===== config.mk =====
export PLATFORM = sky130hd
export DESIGN_NAME = rcs_reset_control_sequencer
export DESIGN_NICKNAME = d
export VERILOG_FILES = /design/src/design/rcs_pkg.sv /design/src/design/rcs_reset_control_sequencer.sv
export VERILOG_INCLUDE_DIRS = /design/src /design/src/design
export SDC_FILE = /design/constraint.sdc
export NUM_CORES = 1
export LEC_CHECK = 0
export ABC_AREA = 1
export BUFFER_PORTS_ARGS = -buffer_cell sky130_fd_sc_hd__buf_2
export CORE_MARGIN = 2
export CORE_UTILIZATION = 39
export CTS_CLUSTER_DIAMETER = 100
export DETAILED_ROUTE_END_ITERATION = 16
export PLACE_DENSITY_LB_ADDON = 0.15
export SLEW_MARGIN = 40
export SYNTH_ARGS = -nofsm -noshare
export SYNTH_HDL_FRONTEND = slang
export SYNTH_SLANG_ARGS = --single-unit

===== constraint.sdc =====
create_clock -name clk -period 2.1 [get_ports clk]
set_clock_uncertainty 0.1 [all_clocks]
set_input_delay 0.315 -clock clk [delete_from_list [all_inputs] [get_ports clk]]
set_output_delay 0.315 -clock clk [all_outputs]
set_load 0.02 [all_outputs]

===== src/design/rcs_defs.svh =====
// Constants for the reset control sequencer: APB offsets, reset values, counts.
// Assumes an 8-bit byte address on APB and 32-bit data.
//
// What this block does
// - Five sources feed internal reset: pin, power-on, brown-out, software, watchdog.
// - Each reset sets its cause bit; cause bits survive later resets.
// - Power-on reset clears all cause bits except power-on, which it sets.
// - Pin reset resets core and peripherals, not the test access port.
// - After the pin releases, a few synchronizing cycles pass before release.
// - After release the core fetches stack pointer, program counter, first instruction.
// - At power-up, release follows the later of pin and power-on going inactive.
// - Power-on reset only acts on the initial power-up.
// - Power-on reset also resets the test access port; pin reset does not.
// - Brown-out detection is off after reset until software enables it.
// - A brown-out raises an interrupt or a reset, as configured.
// - Brown-out resets only when the brown-out reset enable bit is set.
// - Brown-out reset acts like pin reset, held while brown-out persists.
// - Three peripheral soft reset registers; setting then clearing a bit resets it.
// - Soft reset bit positions match the clock gating register positions.
// - A peripheral soft reset asserts the unit's resets in all its domains.
// - The system reset request bit resets the whole system, then normal fetch.
// - Watchdog: interrupt on first time-out, reset request on second.
// - After first time-out the 32-bit counter reloads from the load register.
// - Watchdog resets only on zero with interrupt uncleared and reset enabled.
// - Regulator adjust field selects 2.25 V to 2.75 V in small steps.
// - Read-only identification registers report version, part, memory, features.
`ifndef RCS_DEFS_SVH
`define RCS_DEFS_SVH

`define RCS_A_ID0 8'h00
`define RCS_A_ID1 8'h04
`define RCS_A_CAP0 8'h08
`define RCS_A_CAP4 8'h18
`define RCS_A_PBOR 8'h1c
`define RCS_A_CAUSE 8'h20
`define RCS_A_REG 8'h24
`define RCS_A_SRC0 8'h28
`define RCS_A_SRC1 8'h2c
`define RCS_A_SRC2 8'h30
`define RCS_A_WLOAD 8'h34
`define RCS_A_WCTL 8'h38
`define RCS_A_WCLR 8'h3c
`define RCS_A_STAT 8'h40
`define RCS_A_WVAL 8'h44

`define RCS_RELEASE_CYCLES 3'h4
`define RCS_WLOAD_RST 32'hffffffff
`define RCS_ADJ_RST 5'h05
`define RCS_ADJ_MAX 5'h0a
`define RCS_CAUSE_POR 5'h02

`endif


===== src/design/rcs_pkg.sv =====
// Types shared by the reset control sequencer.
// Assumes nothing beyond a SystemVerilog tool.
package rcs_pkg;

    // Reset cause bits, pin at bit 0
    typedef struct packed {
        logic wdt;
        logic sw;
        logic brown;
        logic por;
        logic ext;
    } rcs_cause_t;

    typedef struct packed {
        logic resetEn;
        logic detectEn;
    } rcs_pbor_t;

    typedef struct packed {
        logic resetEn;
        logic run;
    } rcs_wctl_t;

    typedef enum logic [2:0] {
        FETCH_HOLD = 3'b000,
        FETCH_SP = 3'b001,
        FETCH_PC = 3'b010,
        FETCH_INSTR = 3'b011,
        FETCH_RUN = 3'b100
    } rcs_fetch_t;

endpackage : rcs_pkg


===== src/design/rcs_reset_control_sequencer.sv =====
// Reset control sequencer: merges reset sources, records cause, sequences release.
// Assumes APB master on clk; supply detectors and reset pin synchronous to clk.
`timescale 1ns/1ps
`include "rcs_defs.svh"

module rcs_reset_control_sequencer #(
    parameter int PERIPH_W = 32,
    // Identification words, arbitrary neutral values
    parameter logic [6:0][31:0] IDENT = {7{32'h0000_1001}}
) (
    input wire logic clk,
    input wire logic sys_rst,
    input wire logic psel,
    input wire logic penable,
    input wire logic pwrite,
    input wire logic [7:0] paddr,
    input wire logic [31:0] pwdata,
    output logic [31:0] prdata,
    output logic pready,
    output logic pslverr,
    input wire logic rstPinN,
    input wire logic porDetect,
    input wire logic brownoutDetect,
    input wire logic systemResetRequestBit,
    input wire logic coreFetchAck,
    output logic internalRst,
    output logic tapRst,
    output logic [2:0][PERIPH_W-1:0] periphRst,
    output logic brownoutIrq,
    output logic watchdogIrq,
    output logic [4:0] regulatorVoltageAdjust,
    output rcs_pkg::rcs_fetch_t coreFetchStage
);

    if (PERIPH_W < 1 || PERIPH_W > 32) begin : g_check
        $error("PERIPH_W must be 1 to 32");
    end

    ////////////////////////////////////////////////////////////////////////////
    // APB slave, one wait state

    logic accStart;
    logic accDone;
    logic wrDone;
    logic hit;
    logic [31:0] rdMux;
    logic pready_q;

    assign accStart = psel & penable & ~pready_q;
    assign accDone = psel & penable & pready_q;
    assign wrDone = accDone & pwrite;

    always_ff @(posedge clk) begin
        if (sys_rst) begin
            pready_q <= 1'b0;
            pslverr <= 1'b0;
            prdata <= 32'h0;
        end else begin
            pready_q <= accStart;
            pslverr <= accStart & ~hit;
            prdata <= (accStart & ~pwrite) ? rdMux : 32'h0;
        end
    end

    assign pready = pready_q;

    ////////////////////////////////////////////////////////////////////////////
    // Pin synchronizer and sources

    logic pinMeta_q;
    logic pinSync_q;
    logic porArmed_q;
    logic porActive;
    logic extActive;
    logic brownRstReq;
    logic wdtRst_q;
    logic anySrc;
    rcs_pkg::rcs_pbor_t pbor_q;

    always_ff @(posedge clk) begin
        if (sys_rst) begin
            pinMeta_q <= 1'b1; // Idle pin level, so no false pin cause after reset
            pinSync_q <= 1'b1;
        end else begin
            pinMeta_q <= rstPinN;
            pinSync_q <= pinMeta_q;
        end
    end

    assign extActive = ~pinSync_q;
    assign porActive = porDetect & porArmed_q;
    assign brownRstReq = brownoutDetect & pbor_q.detectEn & pbor_q.resetEn;
    assign anySrc = extActive | porActive | brownRstReq
        | systemResetRequestBit | wdtRst_q;

    ////////////////////////////////////////////////////////////////////////////
    // Internal reset and release count

    logic [2:0] holdCnt_q;

    // Assertion is one clock late: the output must come from a flop
    always_ff @(posedge clk) begin
        if (sys_rst) begin
            internalRst <= 1'b1;
            holdCnt_q <= `RCS_RELEASE_CYCLES;
        end else if (anySrc) begin
            internalRst <= 1'b1;
            holdCnt_q <= `RCS_RELEASE_CYCLES;
        end else if (holdCnt_q != 3'h0) begin
            holdCnt_q <= holdCnt_q - 3'h1;
        end else begin
            internalRst <= 1'b0;
        end
    end

    // Power-on detector is honoured only until the first release
    always_ff @(posedge clk) begin
        if (sys_rst) begin
            porArmed_q <= 1'b1;
        end else if (!internalRst) begin
            porArmed_q <= 1'b0;
        end
    end

    always_ff @(posedge clk) begin
        if (sys_rst) begin
            tapRst <= 1'b1;
        end else begin
            tapRst <= porActive | (tapRst & internalRst);
        end
    end

    ////////////////////////////////////////////////////////////////////////////
    // Reset cause

    rcs_pkg::rcs_cause_t cause_q;
    rcs_pkg::rcs_cause_t causeSet;
    rcs_pkg::rcs_cause_t causeClr;

    assign causeSet = '{wdt: wdtRst_q, sw: systemResetRequestBit, brown: brownRstReq,
                        por: porActive, ext: extActive};
    assign causeClr = (wrDone && paddr == `RCS_A_CAUSE) ? pwdata[4:0] : 5'h0;

    always_ff @(posedge clk) begin
        if (sys_rst) begin
            cause_q <= `RCS_CAUSE_POR;
        end else if (porActive) begin
            cause_q <= `RCS_CAUSE_POR;
        end else begin
            cause_q <= (cause_q & ~causeClr) | causeSet;
        end
    end

    ////////////////////////////////////////////////////////////////////////////
    // Brown-out control and interrupt flag

    always_ff @(posedge clk) begin
        if (sys_rst) begin
            pbor_q <= '0;
        end else if (wrDone && paddr == `RCS_A_PBOR) begin
            pbor_q <= pwdata[1:0];
        end
    end

    always_ff @(posedge clk) begin
        if (sys_rst) begin
            brownoutIrq <= 1'b0;
        end else if (brownoutDetect & pbor_q.detectEn & ~pbor_q.resetEn) begin
            brownoutIrq <= 1'b1;
        end else if (wrDone && paddr == `RCS_A_STAT && pwdata[0]) begin
            brownoutIrq <= 1'b0;
        end
    end

    ////////////////////////////////////////////////////////////////////////////
    // Peripheral soft resets, bit n matches clock gate bit n

    logic [2:0][PERIPH_W-1:0] soft_q;

    for (genvar i = 0; i < 3; i++) begin : g_soft
        logic [7:0] regAddr;
        assign regAddr = `RCS_A_SRC0 + 8'(4 * i);
        always_ff @(posedge clk) begin
            if (sys_rst) begin
                soft_q[i] <= '0;
                periphRst[i] <= '1;
            end else begin
                if (wrDone && paddr == regAddr) begin
                    soft_q[i] <= pwdata[PERIPH_W-1:0];
                end
                // One line per unit covers all of its clock domains
                periphRst[i] <= soft_q[i] | {PERIPH_W{internalRst}};
            end
        end
    end

    ////////////////////////////////////////////////////////////////////////////
    // Watchdog

    logic [31:0] wLoad_q;
    logic [31:0] wCnt_q;
    rcs_pkg::rcs_wctl_t wCtl_q;
    logic wTimeout;

    assign wTimeout = wCtl_q.run && wCnt_q == 32'h0;

    always_ff @(posedge clk) begin
        if (sys_rst || internalRst) begin
            wLoad_q <= `RCS_WLOAD_RST;
            wCtl_q <= '0;
        end else begin
            if (wrDone && paddr == `RCS_A_WLOAD) begin
                wLoad_q <= pwdata;
            end
            if (wrDone && paddr == `RCS_A_WCTL) begin
                wCtl_q <= pwdata[1:0];
            end
        end
    end

    always_ff @(posedge clk) begin
        if (sys_rst || internalRst) begin
            wCnt_q <= `RCS_WLOAD_RST;
        end else if (wrDone && paddr == `RCS_A_WLOAD) begin
            wCnt_q <= pwdata;
        end else if (!wCtl_q.run || wTimeout) begin
            wCnt_q <= wLoad_q;
        end else begin
            wCnt_q <= wCnt_q - 32'h1;
        end
    end

    always_ff @(posedge clk) begin
        if (sys_rst || internalRst) begin
            watchdogIrq <= 1'b0;
            wdtRst_q <= 1'b0;
        end else begin
            wdtRst_q <= wTimeout & watchdogIrq & wCtl_q.resetEn;
            if (wTimeout) begin
                watchdogIrq <= 1'b1;
            end else if (wrDone && paddr == `RCS_A_WCLR) begin
                watchdogIrq <= 1'b0;
            end
        end
    end

    ////////////////////////////////////////////////////////////////////////////
    // Regulator adjust: 2.25 V + 50 mV per code, codes 0 to 10

    always_ff @(posedge clk) begin
        if (sys_rst) begin
            regulatorVoltageAdjust <= `RCS_ADJ_RST;
        end else if (wrDone && paddr == `RCS_A_REG && pwdata[4:0] <= `RCS_ADJ_MAX) begin
            regulatorVoltageAdjust <= pwdata[4:0];
        end
    end

    ////////////////////////////////////////////////////////////////////////////
    // Fetch sequence after release

    always_ff @(posedge clk) begin
        if (sys_rst || internalRst) begin
            coreFetchStage <= rcs_pkg::FETCH_HOLD;
        end else begin
            unique case (coreFetchStage)
                rcs_pkg::FETCH_HOLD: coreFetchStage <= rcs_pkg::FETCH_SP;
                rcs_pkg::FETCH_SP: if (coreFetchAck) coreFetchStage <= rcs_pkg::FETCH_PC;
                rcs_pkg::FETCH_PC: if (coreFetchAck) coreFetchStage <= rcs_pkg::FETCH_INSTR;
                rcs_pkg::FETCH_INSTR: if (coreFetchAck) coreFetchStage <= rcs_pkg::FETCH_RUN;
                rcs_pkg::FETCH_RUN: coreFetchStage <= rcs_pkg::FETCH_RUN;
                default: coreFetchStage <= rcs_pkg::FETCH_HOLD;
            endcase
        end
    end

    ////////////////////////////////////////////////////////////////////////////
    // Read mux

    always_comb begin
        hit = 1'b1;
        rdMux = 32'h0;
        unique case (paddr)
            `RCS_A_ID0: rdMux = IDENT[0];
            `RCS_A_ID1: rdMux = IDENT[1];
            8'h08, 8'h0c, 8'h10, 8'h14, `RCS_A_CAP4: rdMux = IDENT[3'(paddr[4:2])];
            `RCS_A_PBOR: rdMux = {30'h0, pbor_q};
            `RCS_A_CAUSE: rdMux = {27'h0, cause_q};
            `RCS_A_REG: rdMux = {27'h0, regulatorVoltageAdjust};
            `RCS_A_SRC0: rdMux = 32'(soft_q[0]);
            `RCS_A_SRC1: rdMux = 32'(soft_q[1]);
            `RCS_A_SRC2: rdMux = 32'(soft_q[2]);
            `RCS_A_WLOAD: rdMux = wLoad_q;
            `RCS_A_WCTL: rdMux = {30'h0, wCtl_q};
            `RCS_A_WCLR: rdMux = {31'h0, watchdogIrq};
            `RCS_A_STAT: rdMux = {27'h0, coreFetchStage, tapRst, brownoutIrq};
            `RCS_A_WVAL: rdMux = wCnt_q;
            default: hit = 1'b0;
        endcase
    end
endmodule : rcs_reset_control_sequencer


==> impl_metrics.py <==
metrics = {
    "outcome": {
        "status": "complete, no violations",
    },
    "sta": {
        "fin_crit_sh_pct": 90.0,
        "setup_tns_ps": 0,
        "slew_headroom_pct": 60.6,
        "hold_viol": 0,
        "tightest_slew_ps": 590,
        "rsz0062_at_grt": "false",
        "fmax_ghz": 0.529,
        "drv_slew": 0,
        "finalSetupViolCount": 0,
        "period_needed_ps": 1890,
    },
    "drt": {
        "drc": 0,
        "ant_nets": 0,
        "wl_um": 38000,
        "wire_per_inst_um": 16.0,
        "drtIter0Drc": 725,
        "via_count": 11500,
        "drt_pass1_iterations": 5,
        "vias_per_cell": 4.87,
    },
    "logic_synthesis": {
        "synth-edff-count": 0,
        "synth_ff_type": "dfxtp_1",
        "async_flop_share_pct": 0,
        "synth_cell_type_count": 30,
        "synth.most_common_cell": "nand2_1",
        "synth_area_leaders": "dfxtp_1, nand2_1, nor2_1",
        "syn_area_per_cell_um2": 7.46,
        "syn_nets": 1729,
        "synth.top_cell.area_share_pct": 50.9,
        "synth-seq-area-share_pct": 50.9,
        "netlist_instances": 1676,
        "synth.cell_area_um2": 12500,
        "yosys.area.top_type": "dfxtp_1",
        "synth-seq-cells": 318,
        "yosys_warnings": 0,
        "yosys-top-cells-count": "nand2_1, dfxtp_1, nor2_1, inv_1, a21oi_1",
    },
    "floorplanning": {
        "die_height_um": 183,
        "io_pins": 192,
        "core_area_um2": 31600,
        "die_x_um": 183,
        "start_util_pct": 39.6,
        "core.rowCount": 65,
        "die_area_um2": 33500,
    },
    "grt": {
        "grt_first_pass_wirelength_um": 60100,
        "antenna_found_initial": 0,
        "grt_max_degree": 102,
        "overflow": 0,
        "grtUsageTotal_pct": 22.5,
        "grt_pass1_vias": 11300,
    },
    "worst_setup_path": {
        "path_cells": "nor2_1 > nand2_1 > nor2_1 > nand2_1 > buf_4 > inv_1 > nand2_2 > nand3_2 > buf_4 > nand2_1 > nand2_1 > nand2_1",
        "slowest_stage": "dfxtp_1",
        "max_stage_delay_ps": 310,
        "path_buf_inv": 3,
        "criticalPathCategory": "flop to flop",
        "critPathArrivalTime_ps": 2200,
        "crit_fanout": 6,
        "startpoint_type": "flop",
        "crit_path_end_kind": "flop",
        "crit_family": "simple AND/OR/NAND/NOR gates",
        "path_common_cell": "nand2_1",
        "required_ps": 2410,
    },
    "pwr": {
        "intPower_mw": 10.2,
        "p_switching_mw": 2.72,
        "p_seq_share_pct": 46.7,
        "clkPwrFrac_pct": 50.6,
        "pwr-share-comb_pct": 2.7,
        "p_per_area_nw_per_um2": 815,
        "irDropWorstVdd_v": 0.000436,
        "finalPower_mw": 13.0,
        "p_leak_nw": 6.71,
        "switching_share_pct": 21.0,
    },
    "clocking": {
        "clock_latency_ps": 510,
        "clockRootBuffer": "clkbuf_16",
        "clkSinkCount": 318,
        "cts.path.max_buffers": 3,
        "cts_tree": "built",
        "htreeDepth": 2,
        "numCtsBuffers": 36,
        "clk_pin_slew_ps": 60,
    },
    "cells_and_area": {
        "diodes": 0,
        "regArea_um2": 6370,
        "n_fill_cell": 3181,
        "nets": 1995,
        "final_area_um2": 15900,
        "layout-drive-gt1-share_pct": 20.4,
        "area_delta_synth_final_pct": 27.3,
        "multi_input_area_um2": 5100,
    },
    "placement": {
        "place_area_um2": 14400,
        "place_congestion": 0.917,
        "portBuffers": 191,
        "hpwlAfterDp_um": 26500,
    },
    "run": {
        "maxCapViolations": 0,
    },
    "min_path": {
        "hold_class": "input port to flop",
    },
}
==> layer usage <==
metal	global-route usage, %	routed length, um	vias up
met5	0	0	-
met1	30.3	18000	5312
met4	6.50	794	0
met2	37.3	17300	299
met3	3.65	1980	58
li1	-	-	5876
==> metrics by stage <==
step	instances	setup WS [ps]	utilization [%]	hold WS, ps
floorplan	1676	349	-	289
global placement	2275	-190	45.5	292
detailed placement	2275	19.5	45.5	295
CTS	2368	104	50.4	1.35
global route	2370	29.3	50.4	30.2
finish	2370	210	50.4	19.2
==> cell usage in the layout (no fill, tap or decap), types with 29 or more instances in the layout <==
cell and n:
a21oi_1 131, buf_2 191, buf_4 71, clkbuf_16 37, dfxtp_1 318, dlygate4sd3_1 29
inv_1 164, nand2_1 410, nand3_1 102, nor2_1 191, o21ai_0 126, or2_2 36
==> state kept, by name, indices dropped and copies added (netlist names), 2 cells and up <==
register	cells
cause_q	5
coreFetchStage	3
holdCnt_q	3
pbor_q	2
periphRst	96
prdata	32
regulatorVoltageAdjust	5
soft_q	96
wCnt_q	32
wCtl_q	2
wLoad_q	32
==> power groups by stage <==
stage / sequential (mW) / combinational (mW) / clock (mW)
after floorplan: 6.20 / 0.134 / 0
after global placement: 6.19 / 0.301 / 0
after detailed placement: 6.19 / 0.305 / 0
after CTS: 6.05 / 0.348 / 6.68
after global routing: 6.05 / 0.387 / 6.93
final: 6.06 / 0.348 / 6.56
==> timing repair <==
| action | in CTS | in global routing |
|---|---|---|
| setup endpoints to repair | 0 | 20 |
| buffers inserted | 0 | 1 |
| resized for setup | 0 | 1 |
| hold buffers | 29 | 0 |
| hold endpoints to repair | 42 | 0 |
==> worst register-to-register path, stage by stage, from the launching register on <==
cell and delay, ps:
dfxtp_1 310, nor2_1 160, nand2_1 110, nor2_1 210, nand2_1 130, buf_4 150, inv_1 50, nand2_2 90
nand3_2 100, buf_4 190, nand2_1 90, nand2_1 70, nand2_1 40
==> area by class of cell <==
| type | instances | share of cell area, % |
|---|---|---|
| Multi-Input combinational cell | 1110 | 32.1 |
| Sequential cell | 318 | 40.0 |
| Inverter | 172 | 4.06 |
| Clock inverter | 16 | 1.39 |
| Timing Repair Buffer | 304 | 12.8 |
| Clock buffer | 48 | 6.46 |
| Tap cell | 402 | 3.16 |
==> cells by family after synthesis <==
logic type                 count (synthesis)  synth area share [%]
adders and majority gates                  3                 0.300
DFF                                      318                  50.9
buffers and inverters                    249                  8.39
and+or+nand+nor                          779                  26.4
AOI/OAI and AO/OA                        317                  13.3
xor gates and xnor gates                  10                 0.701
==> worst paths after layout <==
check	from	end	slack (ps)	cells after the start
setup / recovery	wCnt_q[19]	wCnt_q[9]	210	12
hold / removal	pwdata[16]	soft_q[80]	20	3
setup reg to reg	wCnt_q[19]	wCnt_q[9]	210	12
hold reg to reg	pinMeta_q	pinSync_q	310	1
Note: power is estimated with default switching activity, not from simulation.
